==> config.mk <==
export PLATFORM = sky130hd
export DESIGN_NAME = fcf_dev_flat
export DESIGN_NICKNAME = d
export VERILOG_FILES = /design/src/rtl/fcf_pkg.sv /design/src/rtl/fcf_tf_if.sv /design/src/rtl/fcf_dev.sv /design/src/flat_wrapper.sv
export VERILOG_INCLUDE_DIRS = /design/src /design/src/rtl
export SDC_FILE = /design/constraint.sdc
export NUM_CORES = 1
export LEC_CHECK = 0
export CORE_MARGIN = 2
export CORE_UTILIZATION = 55
export CTS_CLUSTER_SIZE = 40
export DETAILED_ROUTE_END_ITERATION = 10
export DONT_BUFFER_PORTS = 1
export PLACE_DENSITY = 0.71
export SLEW_MARGIN = 15
export SYNTH_ARGS = -nofsm -noshare
export SYNTH_HDL_FRONTEND = slang
export SYNTH_SLANG_ARGS = --single-unit
==> constraint.sdc <==
create_clock -name clk -period 16.3 [get_ports clk]
set_input_delay 3.26 -clock clk [delete_from_list [all_inputs] [get_ports clk]]
set_output_delay 3.26 -clock clk [all_outputs]
set_load 0.05 [all_outputs]
==> src/rtl/fcf_regs.svh <==
/*
  Constants of the cache flush / format track command block: task-file register
  addresses, command codes, status and error bit positions, and the host
  controller's own AHB-Lite register offsets.
  Assumes it is included by bare name wherever these constants are used.
*/
`ifndef FCF_REGS_SVH
`define FCF_REGS_SVH

// task-file addresses; 8..A read back the upper halves of the address bytes
`define FCF_TF_DATA 4'h0
`define FCF_TF_ERR 4'h1
`define FCF_TF_SECCNT 4'h2
`define FCF_TF_LBA_LO 4'h3
`define FCF_TF_LBA_MID 4'h4
`define FCF_TF_LBA_HI 4'h5
`define FCF_TF_DRVHD 4'h6
`define FCF_TF_CMD 4'h7
`define FCF_TF_LBA_LO_P 4'h8
`define FCF_TF_LBA_MID_P 4'h9
`define FCF_TF_LBA_HI_P 4'hA

`define FCF_CMD_FLUSH_EXT 8'hEA
`define FCF_CMD_FORMAT 8'h50

// status byte bits
`define FCF_ST_BUSY_FLAG 7
`define FCF_ST_RDY 6
`define FCF_ST_SEEK_COMPLETE_FLAG 4
`define FCF_ST_DRQ 3
`define FCF_ST_ERR 0
// error register abort bit, drive/head fields
`define FCF_ERR_ABRT 8'h04
`define FCF_DH_LBA 6
`define FCF_DH_DRV 4
`define FCF_DH_FIXED 3'h7

`define FCF_FILL_PATTERN 8'hFF
`define FCF_LAST_WORD 8'hFF
`define FCF_ZERO_COUNT 9'h100
`define FCF_TRACK_SECTORS 9'h020
`define FCF_RESET_BYTE 8'h00

// host controller registers, byte offsets on AHB-Lite
`define FCF_HR_CTRL 8'h00
`define FCF_HR_SECCNT 8'h04
`define FCF_HR_LBA 8'h08
`define FCF_HR_STAT 8'h0C
`define FCF_HR_FAIL_LO 8'h10
`define FCF_HR_FAIL_HI 8'h14
`define FCF_HR_IRQ_STAT 8'h18
`define FCF_HR_IRQ_MASK 8'h1C
`define FCF_HSEQ_LAST 3'h6
`define FCF_HERR_LAST 3'h6

`endif

==> src/rtl/fcf_pkg.sv <==
/*
  Types shared by both ends of the command block.
  Assumes nothing of its surroundings.
*/
package fcf_pkg;
  typedef logic [47:0] fcf_lba_t;
  typedef enum logic [2:0] {FCF_D_IDLE, FCF_D_XFER, FCF_D_FLUSH, FCF_D_FMT, FCF_D_WAIT} fcf_dev_e;
  typedef enum logic [2:0] {FCF_H_IDLE, FCF_H_WR, FCF_H_POLL, FCF_H_PWAIT, FCF_H_DATA, FCF_H_ERD,
    FCF_H_EWAIT} fcf_host_e;
endpackage : fcf_pkg

==> src/rtl/fcf_tf_if.sv <==
/*
  Task-file link between host controller and device: register write strobe,
  register read strobe and read answer.
  Assumes both ends run on the same clk.
*/
`timescale 1ns/100ps
interface fcf_tf_if;
  logic tf_we;
  logic tf_re;
  logic [3:0] tf_addr;
  logic [15:0] tf_wdata;
  logic [15:0] tf_rdata;
  logic tf_rack;
  modport dev (input tf_we, input tf_re, input tf_addr, input tf_wdata, output tf_rdata, output tf_rack);
  modport host (output tf_we, output tf_re, output tf_addr, output tf_wdata, input tf_rdata, input tf_rack);
endinterface : fcf_tf_if

==> src/rtl/fcf_dev.sv <==
/*
  Device end: task-file registers, 48-bit cache flush and format track
  execution, a four-entry write-cache tag store and a media write port.
  Assumes the media side answers each med_req with one med_ack pulse,
  and that task-file strobes come from logic on clk.
*/
// The AHB-Lite slave port and the register offsets were decided locally.
// How it works
// RULE1: command EAh starts a cache flush
// RULE2: flush writes every pending cache entry to media
// RULE3: busy stays high until flush ends or fails
// RULE4: good end shows ready and seek complete set
// RULE5: flush disabled means command aborted
// RULE6: host sets drive/head top bits, rest unused
// RULE7: write error aborts, failing address in registers
// RULE8: next flush continues after the failing sector
// RULE9: command 50h is format track
// RULE10: format writes a fixed fill pattern
// RULE11: one sector of data follows, sector-write handshake
// RULE12: format ignores the received sector data
// RULE13: LBA mode takes count, zero means 256
// RULE14: host places start address in address registers
// RULE15: host should avoid format track; still handled
// RULE16: abort sets error flag and abort bit, busy clear
`timescale 1ns/100ps
`include "fcf_regs.svh"
module fcf_dev import fcf_pkg::*; (
  input wire logic clk,
  input wire logic rst,
  fcf_tf_if.dev tf,
  input wire logic flush_ext_en,
  input wire logic cache_put,
  input wire fcf_lba_t cache_lba,
  output logic cache_full,
  output logic med_req,
  output fcf_lba_t med_lba,
  output logic med_fill,
  output logic [7:0] med_pattern,
  input wire logic med_ack,
  input wire logic med_err
);
  localparam int DEPTH = 4;

  fcf_dev_e st_r;
  logic [7:0] feat_r, cnt_r, lo_r, mid_r, hi_r, lo_p_r, mid_p_r, hi_p_r, dh_r, err_r;
  logic busy_flag_r, drq_r, seek_complete_flag_r, errf_r;
  logic [7:0] wcnt_r;
  logic [8:0] rem_r;
  fcf_lba_t cur_lba_r;
  logic [1:0] pick_r;
  logic med_req_r, med_fill_r, cache_full_r;
  logic [DEPTH-1:0] ent_v_r;
  logic [DEPTH-1:0] ent_v_nxt;
  fcf_lba_t ent_lba_r [DEPTH];
  logic [15:0] tf_rdata_r;
  logic tf_rack_r;

  // lowest set bit; used for both the free slot and the next pending entry
  function automatic logic [2:0] first_set(input logic [DEPTH-1:0] v);
    logic [2:0] r;
    r = 3'h0;
    for (int i = DEPTH - 1; i >= 0; i--)
    begin
      if (v[i])
        r = {1'b1, 2'(i)};
    end
    return r;
  endfunction : first_set

  wire [2:0] pend = first_set(ent_v_r);
  wire [2:0] free = first_set(~ent_v_r);
  wire idle = (st_r == FCF_D_IDLE);
  wire reg_wr = tf.tf_we && idle;
  wire cmd_wr = reg_wr && (tf.tf_addr == `FCF_TF_CMD);
  wire is_flush = (tf.tf_wdata[7:0] == `FCF_CMD_FLUSH_EXT); // RULE1
  wire is_fmt = (tf.tf_wdata[7:0] == `FCF_CMD_FORMAT); // RULE9
  wire flush_go = cmd_wr && is_flush && flush_ext_en;
  wire fmt_go = cmd_wr && is_fmt;
  wire cmd_abort = cmd_wr && !flush_go && !fmt_go; // RULE5
  wire data_wr = tf.tf_we && (st_r == FCF_D_XFER) && (tf.tf_addr == `FCF_TF_DATA);
  wire ack_bad = (st_r == FCF_D_WAIT) && med_ack && med_err;
  wire flush_ack = (st_r == FCF_D_WAIT) && med_ack && !med_fill_r;
  wire lba_mode = dh_r[`FCF_DH_LBA];
  // sector number byte only counts in LBA mode; CHS formats a whole track
  wire fcf_lba_t fmt_start = lba_mode ? {20'h0, dh_r[3:0], hi_r, mid_r, lo_r}
    : {24'h0, dh_r[3:0], hi_r, mid_r, 4'h0};
  wire [8:0] fmt_count = !lba_mode ? `FCF_TRACK_SECTORS
    : (cnt_r == 8'h00) ? `FCF_ZERO_COUNT : {1'b0, cnt_r}; // RULE13
  wire [DEPTH-1:0] put_mask = (cache_put && free[2]) ? (DEPTH'(1) << free[1:0]) : '0;
  wire [DEPTH-1:0] clr_mask = flush_ack ? (DEPTH'(1) << pick_r) : '0;
  wire [7:0] status = {busy_flag_r, 1'b1, 1'b0, seek_complete_flag_r, drq_r, 2'b00, errf_r};
  wire [7:0] rd_byte = (tf.tf_addr == `FCF_TF_ERR) ? err_r
    : (tf.tf_addr == `FCF_TF_SECCNT) ? cnt_r
    : (tf.tf_addr == `FCF_TF_LBA_LO) ? lo_r
    : (tf.tf_addr == `FCF_TF_LBA_MID) ? mid_r
    : (tf.tf_addr == `FCF_TF_LBA_HI) ? hi_r
    : (tf.tf_addr == `FCF_TF_DRVHD) ? dh_r
    : (tf.tf_addr == `FCF_TF_CMD) ? status
    : (tf.tf_addr == `FCF_TF_LBA_LO_P) ? lo_p_r
    : (tf.tf_addr == `FCF_TF_LBA_MID_P) ? mid_p_r
    : (tf.tf_addr == `FCF_TF_LBA_HI_P) ? hi_p_r
    : 8'h00;

  // the failing entry is dropped too, so the next flush resumes past it
  assign ent_v_nxt = (ent_v_r | put_mask) & ~clr_mask; // RULE8

  assign cache_full = cache_full_r;
  assign med_req = med_req_r;
  assign med_lba = cur_lba_r;
  assign med_fill = med_fill_r;
  assign med_pattern = `FCF_FILL_PATTERN; // RULE10
  assign tf.tf_rdata = tf_rdata_r;
  assign tf.tf_rack = tf_rack_r;

  always_ff @(posedge clk or posedge rst)
  begin
    if (rst)
    begin
      ent_v_r <= '0;
      cache_full_r <= 1'b0;
    end
    else
    begin
      ent_v_r <= ent_v_nxt;
      cache_full_r <= &ent_v_nxt;
    end
  end

  for (genvar i = 0; i < DEPTH; i++)
  begin : g_ent
    always_ff @(posedge clk or posedge rst)
    begin
      if (rst)
        ent_lba_r[i] <= '0;
      else if (put_mask[i])
        ent_lba_r[i] <= cache_lba;
    end
  end

  always_ff @(posedge clk or posedge rst)
  begin
    if (rst)
    begin
      tf_rack_r <= 1'b0;
      tf_rdata_r <= 16'h0000;
    end
    else
    begin
      tf_rack_r <= tf.tf_re;
      tf_rdata_r <= {8'h00, rd_byte};
    end
  end

  // task-file bytes; writing an address byte keeps the old one as upper half
  always_ff @(posedge clk or posedge rst)
  begin
    if (rst)
    begin
      {feat_r, cnt_r, lo_r, mid_r, hi_r} <= {5{`FCF_RESET_BYTE}};
      {lo_p_r, mid_p_r, hi_p_r, dh_r, err_r} <= {5{`FCF_RESET_BYTE}};
    end
    else if (ack_bad)
    begin
      {hi_p_r, mid_p_r, lo_p_r, hi_r, mid_r, lo_r} <= cur_lba_r; // RULE7
      err_r <= `FCF_ERR_ABRT; // RULE16
    end
    else if (cmd_abort)
      err_r <= `FCF_ERR_ABRT; // RULE16
    else if (reg_wr)
    begin
      case (tf.tf_addr)
        `FCF_TF_ERR: feat_r <= tf.tf_wdata[7:0];
        `FCF_TF_SECCNT: cnt_r <= tf.tf_wdata[7:0];
        `FCF_TF_LBA_LO: {lo_p_r, lo_r} <= {lo_r, tf.tf_wdata[7:0]};
        `FCF_TF_LBA_MID: {mid_p_r, mid_r} <= {mid_r, tf.tf_wdata[7:0]};
        `FCF_TF_LBA_HI: {hi_p_r, hi_r} <= {hi_r, tf.tf_wdata[7:0]};
        `FCF_TF_DRVHD: dh_r <= tf.tf_wdata[7:0];
        `FCF_TF_CMD: err_r <= 8'h00;
        default: err_r <= err_r;
      endcase
    end
  end

  always_ff @(posedge clk or posedge rst)
  begin
    if (rst)
    begin
      st_r <= FCF_D_IDLE;
      {busy_flag_r, drq_r, seek_complete_flag_r, errf_r, med_req_r, med_fill_r} <= 6'h00;
      wcnt_r <= 8'h00;
      rem_r <= 9'h000;
      cur_lba_r <= '0;
      pick_r <= 2'h0;
    end
    else
    begin
      unique case (st_r)
        FCF_D_IDLE:
        begin
          if (flush_go)
          begin
            st_r <= FCF_D_FLUSH;
            busy_flag_r <= 1'b1; // RULE3
            errf_r <= 1'b0;
          end
          else if (fmt_go)
          begin
            st_r <= FCF_D_XFER;
            drq_r <= 1'b1; // RULE11
            errf_r <= 1'b0;
            wcnt_r <= 8'h00;
          end
          else if (cmd_abort)
            errf_r <= 1'b1; // RULE16
        end
        FCF_D_XFER:
        begin
          // words are counted and thrown away; the pattern alone is written
          if (data_wr)
          begin
            wcnt_r <= wcnt_r + 8'h01; // RULE12
            if (wcnt_r == `FCF_LAST_WORD)
            begin
              st_r <= FCF_D_FMT;
              drq_r <= 1'b0;
              busy_flag_r <= 1'b1;
              cur_lba_r <= fmt_start; // RULE14
              rem_r <= fmt_count;
            end
          end
        end
        FCF_D_FLUSH:
        begin
          if (pend[2])
          begin
            st_r <= FCF_D_WAIT;
            med_req_r <= 1'b1; // RULE2
            med_fill_r <= 1'b0;
            cur_lba_r <= ent_lba_r[pend[1:0]];
            pick_r <= pend[1:0];
          end
          else
          begin
            st_r <= FCF_D_IDLE;
            busy_flag_r <= 1'b0; // RULE3
            seek_complete_flag_r <= 1'b1; // RULE4
          end
        end
        FCF_D_FMT:
        begin
          if (rem_r != 9'h000)
          begin
            st_r <= FCF_D_WAIT;
            med_req_r <= 1'b1;
            med_fill_r <= 1'b1;
          end
          else
          begin
            st_r <= FCF_D_IDLE;
            busy_flag_r <= 1'b0;
            seek_complete_flag_r <= 1'b1;
          end
        end
        FCF_D_WAIT:
        begin
          if (med_ack)
          begin
            med_req_r <= 1'b0;
            if (med_err)
            begin
              st_r <= FCF_D_IDLE;
              errf_r <= 1'b1; // RULE7
              busy_flag_r <= 1'b0; // RULE16
            end
            else if (med_fill_r)
            begin
              st_r <= FCF_D_FMT;
              cur_lba_r <= cur_lba_r + 48'h1;
              rem_r <= rem_r - 9'h001;
            end
            else
              st_r <= FCF_D_FLUSH;
          end
        end
      endcase
    end
  end
endmodule : fcf_dev

==> src/flat_wrapper.sv <==
// flat-port wrapper written by rule: the top's interface ports become plain ports
module fcf_dev_flat import fcf_pkg::*;
  (clk, rst, flush_ext_en, cache_put, cache_lba, cache_full, med_req, med_lba, med_fill, med_pattern, med_ack, med_err, tf_tf_we, tf_tf_re, tf_tf_addr, tf_tf_wdata, tf_tf_rdata, tf_tf_rack);
  fcf_tf_if tf_i ();
  input wire logic clk;
  input wire logic rst;
  input wire logic flush_ext_en;
  input wire logic cache_put;
  input wire fcf_lba_t cache_lba;
  output logic cache_full;
  output logic med_req;
  output fcf_lba_t med_lba;
  output logic med_fill;
  output logic [7:0] med_pattern;
  input wire logic med_ack;
  input wire logic med_err;
  input wire logic [$bits(tf_i.tf_we)-1:0] tf_tf_we;
  input wire logic [$bits(tf_i.tf_re)-1:0] tf_tf_re;
  input wire logic [$bits(tf_i.tf_addr)-1:0] tf_tf_addr;
  input wire logic [$bits(tf_i.tf_wdata)-1:0] tf_tf_wdata;
  output wire logic [$bits(tf_i.tf_rdata)-1:0] tf_tf_rdata;
  output wire logic [$bits(tf_i.tf_rack)-1:0] tf_tf_rack;
  assign tf_i.tf_we = tf_tf_we;
  assign tf_i.tf_re = tf_tf_re;
  assign tf_i.tf_addr = tf_tf_addr;
  assign tf_i.tf_wdata = tf_tf_wdata;
  assign tf_tf_rdata = tf_i.tf_rdata;
  assign tf_tf_rack = tf_i.tf_rack;
  fcf_dev u_core (.clk(clk), .rst(rst), .tf(tf_i), .flush_ext_en(flush_ext_en), .cache_put(cache_put), .cache_lba(cache_lba), .cache_full(cache_full), .med_req(med_req), .med_lba(med_lba), .med_fill(med_fill), .med_pattern(med_pattern), .med_ack(med_ack), .med_err(med_err));
endmodule
==> impl_metrics.json <==
{
  "grt_pass1_wl_um": 77500,
  "die_h_um": 183,
  "viasPerCell": 6.68,
  "tightest_slew_ps": 1150,
  "setup_viol": 0,
  "num_rows": 65,
  "syn_to_final_growth_pct": 8.14,
  "antenna_left": 0,
  "cts_tree": "done",
  "hold_class": "reg2reg",
  "cts_buffer_depth": 3,
  "hold-worst-slack_ps": 483,
  "cp_slowest_cell": "a311o_1",
  "end_kind": "register",
  "wl_met1_um": 20400,
  "cp_slowest_stage_delay_ps": 870,
  "path_buf_inv": 0,
  "arrival_ps": 5610,
  "power.leakage_nw": 8.18,
  "ir_drop_mv": 0.109,
  "required_ps": 16730,
  "r2r_slack_ps": 12760,
  "cts_root_buf": "clkbuf_16",
  "final_cell_mix": "347 x dfrtp_1, 219 x mux2_2, 174 x nand2_1, 116 x o21ai_0, 102 x nor2_1",
  "n_antenna_cell": 0,
  "mostFrequentLayoutCell": "dfrtp_1",
  "maxSlewViolCount": 0,
  "antenna_found_initial": 0,
  "max_clock_freq_mhz": 193,
  "clock_latency_ps": 550,
  "async_flop_share_pct": 100,
  "path_cells": "or3_1 -> or3_1 -> nand2_2 -> a311o_1 -> o21ai_0 -> a22o_1",
  "drive_above_1_share_pct": 23.4,
  "num-nets-final": 1640,
  "critPathKind": "in2reg",
  "synth_area_um2": 17600,
  "timing.final.crit_period_ps": 5180,
  "slew_headroom_pct": 23.4,
  "netlist_instances": 1602,
  "synth_edf_count": 0,
  "grt_setup_unrepaired": "false",
  "outcome": "complete, no violations",
  "synth_seq_area_share_pct": 49.2,
  "finClkSkew_ps": 17.9,
  "synth_ff_type": "dfrtp_1",
  "path_common_cell": "or3_1",
  "worst_path_dominant_cell_family": "compound AO/OA/AOI/OAI gates",
  "wire_per_inst_um": 24.9,
  "p_total_mw": 2.03,
  "cap_violations": 0,
  "cts_buffers": 38,
  "dr.pass1.iters": 6,
  "ctsResizeCount": 0,
  "hold_violations": 0,
  "top_layer_used": "met4",
  "regMostFlops": "u_core.ent_lba_r",
  "core_area_um2": 31600,
  "largest_reg_flops": 192,
  "io_buffers": 0,
  "post-route-util_pct": 60.5,
  "hpwl_um": 33400,
  "gp_congestion": 0.938,
  "cts_sinks": 347,
  "min_period_over_period_pct": 31.8,
  "drt_iter0_drc": 1356,
  "grt_pass1_vias": 12900,
  "power_density_nw_per_um2": 106,
  "wl_um": 49500,
  "overflow": 0,
  "vias": 13300,
  "drc": 0,
  "synthDistinctLibCells": 82,
  "die_x_um": 183,
  "start_util_pct": 55.9,
  "wl_met3_um": 4860,
  "wl_met2_um": 22500,
  "postCtsSetupRepairBufs": 0,
  "clk_pin_slew_ps": 60,
  "io_pins": 152,
  "grt_start_max_net_pins": 114,
  "synth-warning-count": 0,
  "start_kind": "primary input",
  "grt_usage_pct": 29.9,
  "ctsHtreeMaxLevel": 2,
  "cts_hold_buf": 0,
  "dieArea_um2": 33500,
  "cp_max_fo": 33,
  "avgSynthCellArea_um2": 11.0,
  "synth_seq_cells": 347,
  "fin_setup_tns_ps": 0
}
==> cells in the mapped netlist, types with 25 or more instances <==
cell type	n	area, um2
a21oi_1	79	395
nand2_1	175	657
a31oi_1	34	213
mux2i_1	56	561
nor2_1	103	387
buf_2	25	125
dfrtp_1	347	8680
o21ai_0	116	581
nand3_1	30	150
clkbuf_1	56	210
mux2_2	219	2470
mux4_2	37	833
==> worst register-to-register path, stage by stage, from the launching register on <==
cell,delay (ps)
dfrtp_1,520
inv_1,260
nand2_1,340
a21oi_2,650
buf_4,330
a311o_1,830
o21ai_0,220
a22o_1,280
==> layout make-up <==
class | count | area [um2]
clock buffer | 56 | 1120
clock inverter | 8 | 93.8
fill | 2576 | 12500
inverter | 21 | 86.3
multi-input combinational | 1127 | 8410
sequential | 347 | 8680
tap | 402 | 503
timing repair buffer | 25 | 188
==> where the power goes <==
part / switching, mW / internal [mW] / leakage, nW
Combinational: 0.0749 / 0.0986 / 3.09
Clock: 0.349 / 0.492 / 0.596
Sequential: 0.0563 / 0.959 / 4.49
Total: 0.480 / 1.55 / 8.18
==> final timing paths <==
check / from / to / depth (start not counted)
max: tf_tf_addr[1] / u_core.med_lba[24]$_DFFE_PP0P_ / 6
min: u_core.hi_p_r[6]$_DFFE_PP0P_ / u_core.hi_p_r[6]$_DFFE_PP0P_ / 2
max reg2reg: u_core.st_r[0]$_DFFE_PP0P_ / u_core.med_lba[24]$_DFFE_PP0P_ / 7
min reg2reg: u_core.hi_p_r[6]$_DFFE_PP0P_ / u_core.hi_p_r[6]$_DFFE_PP0P_ / 2
max in group asynchronous: rst / u_core.ent_lba_r[89]$_DFFE_PP0P_ / 3
min in group asynchronous: rst / u_core.tf.tf_rack$_DFF_PP0_ / 1
==> cell families (layout without fill, tap and decap cells) <==
| family | after synthesis | after routing | synth area share (%) |
|---|---|---|---|
| AO/OA/AOI/OAI | 344 | 344 | 12.1 |
| XOR/XNOR | 8 | 8 | 0.397 |
| adder cells (fa/ha/maj) | 4 | 4 | 0.284 |
| buffers and inverters | 142 | 110 | 3.67 |
| flip-flops | 347 | 347 | 49.2 |
| multiplexers | 312 | 312 | 21.9 |
| other | 2 | 16 | 0.0426 |
| AND/OR/NAND/NOR | 443 | 443 | 12.5 |
==> metal layers <==
metal  track usage, %  up-vias
met5                0        -
met4             10.1        0
met3             7.37      124
met2             45.7      610
met1             42.1     6763
li1                 -     5764
==> metrics by stage <==
stage	setup WS, ps	instance area, um2	cells
finish	11120	19100	1986
global route	10710	19100	1986
CTS	11050	19100	1986
detailed placement	10480	17900	1922
global placement	10550	17900	1922
floorplan	3420	17700	1616
Power figures use the tool's default switching activity.
